File: src/logic/mem_port_pkg.sv
package mem_port_pkg;
  localparam int ADDR_W = 15;
  localparam int DATA_W = 16;
  localparam int DMA_N = 4;
  localparam int MODULE_BITS = 3;
  localparam int PROTECT_BITS = 7;
  localparam int SYNC_STAGES = 3;
  localparam int CLK_NS = 50;
  localparam int OSC_NS = 60;
  localparam int MEM_OSC_STEPS = 8;
  localparam int ACCESS_NS = 300;
  localparam int ACCESS_CYC = (ACCESS_NS + CLK_NS - 1) / CLK_NS;
  localparam int CYCLE_NS = OSC_NS * MEM_OSC_STEPS;
  localparam int CYCLE_CYC = (CYCLE_NS + CLK_NS - 1) / CLK_NS;
  localparam logic [15:0] WORD_RESET = 16'h0000;
  localparam logic [14:0] ADDR_RESET = 15'h0000;
  localparam logic [3:0] CNT_W4 = 4'h0;

  typedef enum logic [4:0] {
    ST_IDLE = 5'b00001,
    ST_GRANT = 5'b00010,
    ST_START = 5'b00100,
    ST_RUN = 5'b01000,
    ST_END = 5'b10000
  } seq_state_t;

  // Active low shared memory bus, driven while the port owns memory
  typedef struct packed {
    logic [14:0] addr_n;
    logic [15:0] data_n;
    logic read_n;
    logic start_n;
  } mem_bus_t;
endpackage

File: src/logic/pin_sync.sv
`timescale 1ns/100ps
module pin_sync
(
  // Clock and reset
  input wire logic clk_in,
  input wire logic rst_in,
  // Pin and clean level
  input wire logic pin_in,
  input wire logic idle_in,
  output logic level_out
);
  import mem_port_pkg::*;

  logic [SYNC_STAGES-1:0] stage_r;

  // Third stage agreeing with second filters single-cycle glitches
  always_ff @(posedge clk_in)
  begin
    if (rst_in)
    begin
      stage_r <= '0;
      level_out <= 1'b0;
    end
    else
    begin
      stage_r <= {stage_r[SYNC_STAGES-2:0], pin_in};
      if (stage_r[1] == stage_r[2])
        level_out <= stage_r[1];
      else
        level_out <= level_out;
    end
  end

  logic unused_idle;
  assign unused_idle = idle_in;
endmodule

File: src/logic/shared_core_memory_port.sv
`timescale 1ns/100ps
// Notes on behaviour
// - Four DMA devices and the processor share one memory and control.
// - Addresses cover 32K words of 16 bits with no circuit change.
// - Memory data, address and control buses are active low.
// - Master address loads on datapath clock with load control; readable.
// - Slave address follows master while idle, holds while busy.
// - Slave address drives memory bus only with both processor selects.
// - Top three address bits, true and inverted, pick one of eight modules.
// - Top seven slave address bits are exported for memory protection.
// - Without byte swap, the word register loads all 16 source bits.
// - Byte swap loads one byte from the swapped source, other byte kept.
// - Byte select is active when the lowest address bit is clear.
// - Processor read loads the word register from the sense bus.
// - Word register clears on the second clock after a processor read start.
// - DMA request sets grant pending, drops enable, blocks processor start.
// - DMA busy sets on the grant-state clock after grant pending, with the DMA cycle flop.
// - Grant takes next idle cycle: sets DMA cycle, deselects processor.
// - A held DMA request captures consecutive cycles, each through grant.
// - Clock after start sets processor busy and cycle hold flops.
// - Cycle complete fires a one-shot clearing DMA busy and cycle flops.
// - Fourth clock drops hold and processor cycle flop; fifth clears busy; select frees.
// - Processor cycle sets data unavailable for one clock after start.
// - Memory timing steps from the system clock after any start; the oscillator count is not used.
module shared_core_memory_port
(
  // Clock and reset
  input wire logic clk_in,
  input wire logic rst_in,
  // Datapath side
  input wire logic datapath_clock_low_in,
  input wire logic datapath_clock_high_in,
  input wire logic load_address_ctl_in,
  input wire logic byte_swap_request_in,
  input wire logic read_cycle_in,
  input wire logic processor_mem_start_in,
  input wire logic [15:0] source_bus_in,
  output logic [15:0] addr_b_bus_out,
  output logic [15:0] word_b_bus_out,
  output logic processor_busy_ind_out,
  output logic data_unavailable_out,
  output logic byte_select_out,
  // DMA ports, active low
  input wire logic [3:0] dma_request_n_in,
  output logic [3:0] dma_enable_line_n_out,
  // Memory side; sense, bus and module selects active low
  input wire logic [15:0] memory_sense_bus_n_in,
  output mem_port_pkg::mem_bus_t mem_bus_out,
  output logic mem_bus_oe_out,
  output logic [7:0] module_select_n_out,
  output logic [2:0] module_addr_n_out,
  output logic [2:0] module_addr_out,
  output logic [6:0] protect_addr_out,
  output logic memory_busy_out,
  output logic mid_cycle_pulse_out,
  output logic cycle_complete_pulse_out
);
  import mem_port_pkg::*;

  ////////////////////////////////////////////////////////////////////
  logic [3:0] req_s;
  logic [14:0] address_master_rank_r;
  logic [14:0] address_slave_rank_r;
  logic [15:0] memory_word_register_r;
  logic [15:0] sense;
  logic [15:0] swapped;
  logic dcl_lo_d_r, dcl_hi_d_r;
  logic dcl_lo_fall, dcl_hi_fall;
  logic [3:0] grant_pending_r;
  logic [1:0] chan_r;
  logic dma_busy_flop_r, dma_cycle_flop_r, dma_cycle_hold_r;
  logic processor_cycle_flop_r, proc_busy_r, processor_select_r;
  logic data_unavailable_r, read_latched_r;
  logic [3:0] clk_after_r;
  logic [3:0] osc_cnt_r;
  seq_state_t state_r;
  logic start_pulse, proc_start, any_pending, cycle_active, oneshot;
  logic processor_memory_busy;

  genvar gi;
  generate
    for (gi = 0; gi < DMA_N; gi++)
    begin : g_sync
      pin_sync u_sync
      (
        .clk_in(clk_in),
        .rst_in(rst_in),
        .pin_in(~dma_request_n_in[gi]),
        .idle_in(1'b0),
        .level_out(req_s[gi])
      );
    end
  endgenerate

  assign sense = ~memory_sense_bus_n_in;
  assign swapped = {source_bus_in[7:0], source_bus_in[15:8]};
  assign dcl_lo_fall = dcl_lo_d_r & ~datapath_clock_low_in;
  assign dcl_hi_fall = dcl_hi_d_r & ~datapath_clock_high_in;
  assign any_pending = |grant_pending_r;
  assign cycle_active = state_r != ST_IDLE;
  // Grant pending suppresses a coinciding processor start
  assign proc_start = processor_mem_start_in & ~|req_s
    & ~any_pending & ~cycle_active & processor_select_r;
  assign processor_memory_busy = proc_busy_r | processor_cycle_flop_r;

  ////////////////////////////////////////////////////////////////////
  always_ff @(posedge clk_in)
  begin
    if (rst_in)
    begin
      dcl_lo_d_r <= 1'b0;
      dcl_hi_d_r <= 1'b0;
    end
    else
    begin
      dcl_lo_d_r <= datapath_clock_low_in;
      dcl_hi_d_r <= datapath_clock_high_in;
    end
  end

  // Address ranks
  always_ff @(posedge clk_in)
  begin
    if (rst_in)
      address_master_rank_r <= ADDR_RESET;
    else if (dcl_lo_fall && load_address_ctl_in)
      address_master_rank_r <= source_bus_in[14:0];
  end

  always_ff @(posedge clk_in)
  begin
    if (rst_in)
      address_slave_rank_r <= ADDR_RESET;
    else if (!memory_busy_out && !processor_memory_busy)
      address_slave_rank_r <= address_master_rank_r;
  end

  assign addr_b_bus_out = {1'b0, address_master_rank_r};
  assign byte_select_out = ~address_master_rank_r[0];
  assign module_addr_out = address_slave_rank_r[14:12];
  assign module_addr_n_out = ~address_slave_rank_r[14:12];
  assign protect_addr_out = address_slave_rank_r[14:8];
  always_comb
  begin
    module_select_n_out = 8'hFF;
    module_select_n_out[address_slave_rank_r[14:12]] = 1'b0;
  end

  ////////////////////////////////////////////////////////////////////
  // Word register: clear, sense load, datapath load
  always_ff @(posedge clk_in)
  begin
    if (rst_in)
      memory_word_register_r <= WORD_RESET;
    else if (data_unavailable_r && read_latched_r
             && clk_after_r == 4'h1)
      memory_word_register_r <= WORD_RESET;
    else if (read_latched_r && processor_select_r == 1'b1
             && processor_cycle_flop_r && clk_after_r >= 4'h2)
      memory_word_register_r <= memory_word_register_r | sense;
    else if (dcl_hi_fall && !byte_swap_request_in)
      memory_word_register_r <= source_bus_in;
    else if (dcl_hi_fall && byte_select_out)
      memory_word_register_r[15:8] <= swapped[15:8];
    else if (dcl_hi_fall)
      memory_word_register_r[7:0] <= swapped[7:0];
  end
  assign word_b_bus_out = memory_word_register_r;

  ////////////////////////////////////////////////////////////////////
  // DMA grant: one pending flop per port, fixed priority lowest index
  always_ff @(posedge clk_in)
  begin
    if (rst_in)
    begin
      grant_pending_r <= 4'h0;
      chan_r <= 2'd0;
    end
    else if (!any_pending && !cycle_active && processor_select_r)
    begin
      for (int i = DMA_N - 1; i >= 0; i--)
        if (req_s[i])
        begin
          grant_pending_r <= 4'h1 << i;
          chan_r <= 2'(i);
        end
    end
    else if (state_r == ST_GRANT)
      grant_pending_r <= 4'h0;
  end
  assign dma_enable_line_n_out = ~grant_pending_r;

  // Cycle sequencer driven by system clocks; the oscillator count only counts down
  always_ff @(posedge clk_in)
  begin
    if (rst_in)
    begin
      state_r <= ST_IDLE;
      clk_after_r <= CNT_W4;
      osc_cnt_r <= CNT_W4;
    end
    else
      case (state_r)
        ST_IDLE:
        begin
          clk_after_r <= CNT_W4;
          if (any_pending)
            state_r <= ST_GRANT;
          else if (proc_start)
            state_r <= ST_START;
        end
        ST_GRANT: state_r <= ST_START;
        ST_START:
        begin
          state_r <= ST_RUN;
          osc_cnt_r <= 4'(CYCLE_CYC);
          clk_after_r <= 4'h1;
        end
        ST_RUN:
        begin
          clk_after_r <= clk_after_r + 4'h1;
          if (osc_cnt_r != 4'h0)
            osc_cnt_r <= osc_cnt_r - 4'h1;
          if (clk_after_r == 4'h3)
            state_r <= ST_END;
        end
        ST_END: state_r <= ST_IDLE;
        default: state_r <= ST_IDLE;
      endcase
  end

  assign start_pulse = state_r == ST_START;
  assign oneshot = state_r == ST_RUN && clk_after_r == 4'h2;

  // Control flops
  always_ff @(posedge clk_in)
  begin
    if (rst_in)
    begin
      dma_busy_flop_r <= 1'b0;
      dma_cycle_flop_r <= 1'b0;
      dma_cycle_hold_r <= 1'b0;
      processor_cycle_flop_r <= 1'b0;
      proc_busy_r <= 1'b0;
      processor_select_r <= 1'b1;
      data_unavailable_r <= 1'b0;
      read_latched_r <= 1'b0;
    end
    else
    begin
      if (state_r == ST_GRANT)
      begin
        dma_busy_flop_r <= 1'b1;
        dma_cycle_flop_r <= 1'b1;
        processor_select_r <= 1'b0;
      end
      if (state_r == ST_IDLE && proc_start && !any_pending)
      begin
        processor_cycle_flop_r <= 1'b1;
        read_latched_r <= read_cycle_in;
        data_unavailable_r <= 1'b1;
      end
      if (start_pulse)
      begin
        proc_busy_r <= 1'b1;
        dma_cycle_hold_r <= 1'b1;
      end
      if (state_r == ST_RUN && clk_after_r == 4'h1)
        data_unavailable_r <= 1'b0;
      if (oneshot)
      begin
        dma_busy_flop_r <= 1'b0;
        dma_cycle_flop_r <= 1'b0;
      end
      if (state_r == ST_RUN && clk_after_r == 4'h3)
      begin
        dma_cycle_hold_r <= 1'b0;
        processor_cycle_flop_r <= 1'b0;
        read_latched_r <= 1'b0;
      end
      if (state_r == ST_END)
      begin
        proc_busy_r <= 1'b0;
        processor_select_r <= 1'b1;
      end
    end
  end

  assign memory_busy_out = dma_cycle_hold_r | dma_cycle_flop_r
    | processor_cycle_flop_r;
  assign processor_busy_ind_out = any_pending | dma_busy_flop_r
    | proc_busy_r | cycle_active;
  assign data_unavailable_out = data_unavailable_r;
  assign mid_cycle_pulse_out = start_pulse;
  assign cycle_complete_pulse_out = oneshot;

  ////////////////////////////////////////////////////////////////////
  // Processor drives bus only when both selects active
  assign mem_bus_oe_out = processor_select_r & processor_cycle_flop_r;
  always_comb
  begin
    mem_bus_out.addr_n = ~address_slave_rank_r;
    mem_bus_out.data_n = ~memory_word_register_r;
    mem_bus_out.read_n = ~read_latched_r;
    mem_bus_out.start_n = ~start_pulse;
  end

  ////////////////////////////////////////////////////////////////////
  wire [1:0] unused_chan = chan_r;
  default disable iff (rst_in);

  grant_hold_a: assert property (@(posedge clk_in)
    any_pending && state_r == ST_IDLE |=> state_r == ST_GRANT)
    else $error("grant lost");
  dma_start_a: assert property (@(posedge clk_in)
    state_r == ST_GRANT |=> start_pulse && !processor_select_r)
    else $error("dma start");
  slave_hold_a: assert property (@(posedge clk_in)
    memory_busy_out |=> $stable(address_slave_rank_r))
    else $error("slave moved");
  busy_set_a: assert property (@(posedge clk_in)
    start_pulse |=> proc_busy_r && dma_cycle_hold_r)
    else $error("busy not set");
  dua_one_a: assert property (@(posedge clk_in)
    start_pulse && data_unavailable_r |=> ##1 !data_unavailable_r)
    else $error("dua long");
  oneshot_a: assert property (@(posedge clk_in)
    oneshot |=> !dma_busy_flop_r && !dma_cycle_flop_r)
    else $error("oneshot");
  release_a: assert property (@(posedge clk_in)
    start_pulse |-> ##4 state_r == ST_END ##1 processor_select_r)
    else $error("release");
  byte_sel_a: assert property (@(posedge clk_in)
    byte_select_out == !address_master_rank_r[0])
    else $error("byte select");
endmodule

File: config.mk
export PLATFORM = sky130hd
export DESIGN_NAME = shared_core_memory_port
export DESIGN_NICKNAME = d
export VERILOG_FILES = /design/src/logic/mem_port_pkg.sv /design/src/logic/pin_sync.sv /design/src/logic/shared_core_memory_port.sv
export SDC_FILE = /design/constraint.sdc
export NUM_CORES = 1
export LEC_CHECK = 0
export BUFFER_PORTS_ARGS = -buffer_cell sky130_fd_sc_hd__buf_4
export CORE_UTILIZATION = 49
export DETAILED_ROUTE_END_ITERATION = 6
export PLACE_DENSITY = 0.85
export SKIP_CTS_REPAIR_TIMING = 1
export SYNTH_ARGS = -nofsm -noshare
export SYNTH_HDL_FRONTEND = slang
export SYNTH_HIERARCHICAL = 1
export SYNTH_SLANG_ARGS = --single-unit
File: constraint.sdc
create_clock -name clk_in -period 2.41 [get_ports clk_in]
set_input_delay 0.3615 -clock clk_in [delete_from_list [all_inputs] [get_ports clk_in]]
set_output_delay 0.3615 -clock clk_in [all_outputs]
set_load 0.1 [all_outputs]
==> flow_metrics.env <==
export IMPL_run_status="completed"
export IMPL_cts_root_buf="clkbuf_8"
export IMPL_routabilityCongestion=0.846
export IMPL_grt_pass1_wl_mm=14.2
export IMPL_setup_viol=0
export IMPL_die_width_um=88.4
export IMPL_fp_coreArea_mm2=0.00725
export IMPL_timing_max_transition_violations_final=0
export IMPL_cts_root_to_sink_buffers=2
export IMPL_required_ns=2.05
export IMPL_async_sr_flop_fraction_pct=0
export IMPL_drt_antenna_violating_nets=0
export IMPL_grt_antenna_before_repair=0
export IMPL_timing_critical_path_fanout_max=6
export IMPL_final_worst_path_period_need_ns=2.27
export IMPL_htreeDepth=3
export IMPL_clock_skew_final_ns=0.00814
export IMPL_drt_wl_total_mm=9.20
export IMPL_first_pass_iteration_count_of_the_detailed_router=5
export IMPL_worst_hold_slack_ns=0.255
export IMPL_drt_first_iter_violations=261
export IMPL_area_of_the_mapped_netlist_mm2=0.00366
export IMPL_cts_reportedPaths_clkPinSlew_ns=0.09
export IMPL_synthesis_instances=464
export IMPL_rsz0062_at_grt="no"
export IMPL_syn_num_nets=511
export IMPL_drc_violations_left=0
export IMPL_floorplan_die_height_um=88.4
export IMPL_cts_tree="yes"
export IMPL_finalCritPeriodShare_pct=94.1
export IMPL_power_density_cell_area_mw_per_mm2=661
export IMPL_final_layout_setup_total_negative_slack_ns=0
export IMPL_via_count=3587
export IMPL_synth_lib_cells_used_distinct=43
export IMPL_areaGrowthSynthToFinish_pct=33.8
export IMPL_cts_inserted_buffers=9
export IMPL_synth_top_cells_by_area="dfxtp_1 46%, nand2_1 11%, a21oi_1 5.5%, inv_1 4.8%, o311a_1 4.4%"
export IMPL_num_nets_final=634
export IMPL_place_port_buffers=139
export IMPL_synth_warnings=6
export IMPL_grt_ovfl_total=0
export IMPL_synth_yosys_seq_area_share_pct=46.0
export IMPL_synth_most_common_cell="nand2_1"
export IMPL_ys_top_cells_by_count="106 x nand2_1, 84 x dfxtp_1, 47 x inv_1"
export IMPL_wire_per_inst_um=13.3
export IMPL_row_count=31
export IMPL_worst_slew_pin_slew_ns=0.826
export IMPL_relSlewSlack_pct=44.7
export IMPL_r2r_slack_ns=0.26
export IMPL_grt_usage_pct=23.6
export IMPL_worst_path_arrival_ns=1.91
export IMPL_grt_pass1_vias=3059
export IMPL_timing_worst_setup_path_type="reg -> out"
export IMPL_startpoint_class="flop"
export IMPL_synth_top_area_share_pct=46.0
export IMPL_synth_main_ff_cell="dfxtp_1"
export IMPL_synth_seq_cells=84
export IMPL_fmax_mhz=441
export IMPL_critical_path_end_type="primary output"
export IMPL_per_instance_average_area_after_synthesis_um2=7.88
export IMPL_grt_max_degree=65
export IMPL_ios=141
export IMPL_post_synth_edffs=0
export IMPL_drive_gt1_share_pct=29.4
export IMPL_start_util_pct=50.4
export IMPL_clk_insertion_delay_late_ns=0.35
export IMPL_hold_violations=0
export IMPL_numClockSinks=84
export IMPL_antenna_cells=0
export IMPL_dp_hpwl_mm=6.85
export IMPL_yosys_area_top_type="dfxtp_1"
export IMPL_kind_of_path_behind_the_tightest_hold_check="in -> reg"
export IMPL_maxCapViolCount=0
export IMPL_vias_per_cell=5.19
export IMPL_floorplan_die_area_mm2=0.00782
export IMPL_leakagePower_nw=2.12
export IMPL_vdd_drop_max_v=0.000472
## worst max-delay path: stages (launching register included)
cell,delay [ns]
dfxtp_1,0.33
nor4_1,0.37
nand4_1,0.26
or3_1,0.37
buf_4,0.24
## stage by stage
stage / instance area, um^2 / std cells / utilization (%) / worst slack [ns] / total power (W)
finish: 4900 / 691 / 67.5 / 0.141 / 0.00324
global route: 4900 / 691 / 67.5 / 0.0184 / 0.00336
CTS: 4870 / 688 / 67.2 / 0.0763 / 0.00324
detailed placement: 4670 / 672 / 64.4 / 0.258 / 0.00224
global placement: 4670 / 672 / 64.4 / 0.321 / 0.00223
floorplan: 3670 / 464 / - / 0.0413 / 0.00205
## kinds of logic (layout without fill, tap and decap cells)
group / Yosys count / in the layout / share of synthesized area, %
adder cells (fa/ha/maj): 3 / 3 / 1.03
AO/OA/AOI/OAI: 84 / 84 / 16.1
AND/OR/NAND/NOR: 205 / 205 / 25.4
flip-flops: 84 / 84 / 46.0
buffers and inverters: 83 / 211 / 10.4
other: 1 / 1 / 0.103
XOR/XNOR: 4 / 4 / 0.957
## layout make-up
type / count / area (um^2)
Clock inverter: 6 / 71.3
Timing Repair Buffer: 148 / 1110
Fill cell: 614 / 2360
Inverter: 47 / 180
Multi-Input combinational cell: 297 / 1600
Sequential cell: 84 / 1680
Tap cell: 99 / 124
Clock buffer: 10 / 128
## placed cells by master (no fill, tap or decap), drive strengths merged, types with 2 or more instances in the layout
cell | netlist | routed
clkinvlp | 0 | 3
nor2 | 28 | 28
and3 | 3 | 3
and2 | 2 | 2
o21ai | 11 | 11
o311a | 16 | 16
a21oi | 40 | 40
a221oi | 2 | 2
a31oi | 2 | 2
xor2 | 4 | 4
buf | 18 | 148
a22o | 2 | 2
clkbuf | 18 | 10
nand3 | 27 | 27
a32o | 2 | 2
nor2b | 16 | 16
dfxtp | 84 | 84
inv | 47 | 48
ha | 3 | 3
nor3 | 4 | 4
o21a | 3 | 3
or3 | 3 | 3
or3b | 2 | 2
nand2b | 2 | 2
nand2 | 106 | 106
or2 | 2 | 2
nor4 | 5 | 5
## sequential cells by signal, indices dropped and copies added, names as in the netlist
signal	cells
word_b_bus_out	16
address_master_rank_r	15
address_slave_rank_r	15
g_sync.u_sync/stage_r	12
state_r	5
clk_after_r	4
g_sync.u_sync/level_out	4
grant_pending_r	4
data_unavailable_out	1
dcl_hi_d_r	1
dcl_lo_d_r	1
dma_cycle_flop_r	1
dma_cycle_hold_r	1
proc_busy_r	1
processor_cycle_flop_r	1
processor_select_r	1
read_latched_r	1
## metal layers
| metal | vias up | track usage, % | wire length, um |
|---|---|---|---|
| met5 | - | 0 | 0 |
| met4 | 0 | 11.1 | 288 |
| met3 | 29 | 4.01 | 607 |
| met2 | 171 | 38.6 | 4460 |
| met1 | 1628 | 30.4 | 3850 |
| li1 | 1759 | - | - |
## report_power, final
| part | internal, W | switching (W) | leakage, nW |
|---|---|---|---|
| combinational | 0.000195 | 0.000561 | 1.34 |
| sequential | 0.00143 | 0.0000421 | 0.683 |
| clock | 0.000488 | 0.000520 | 0.0935 |
| total | 0.00211 | 0.00112 | 2.12 |
## worst paths after layout
| kind | startpoint | cells after the start | endpoint |
|---|---|---|---|
| worst max register to register | clk_after_r[0] | 6 | word_b_bus_out[9] |
| worst min-delay path | datapath_clock_low_in | 2 | dcl_lo_d_r |
| worst max-delay path | grant_pending_r[3] | 4 | processor_busy_ind_out |
| worst min register to register | g_sync[0].u_sync/stage_r[0] | 1 | g_sync[0].u_sync/stage_r[1] |
No activity file was read; power rests on OpenSTA's default activity.
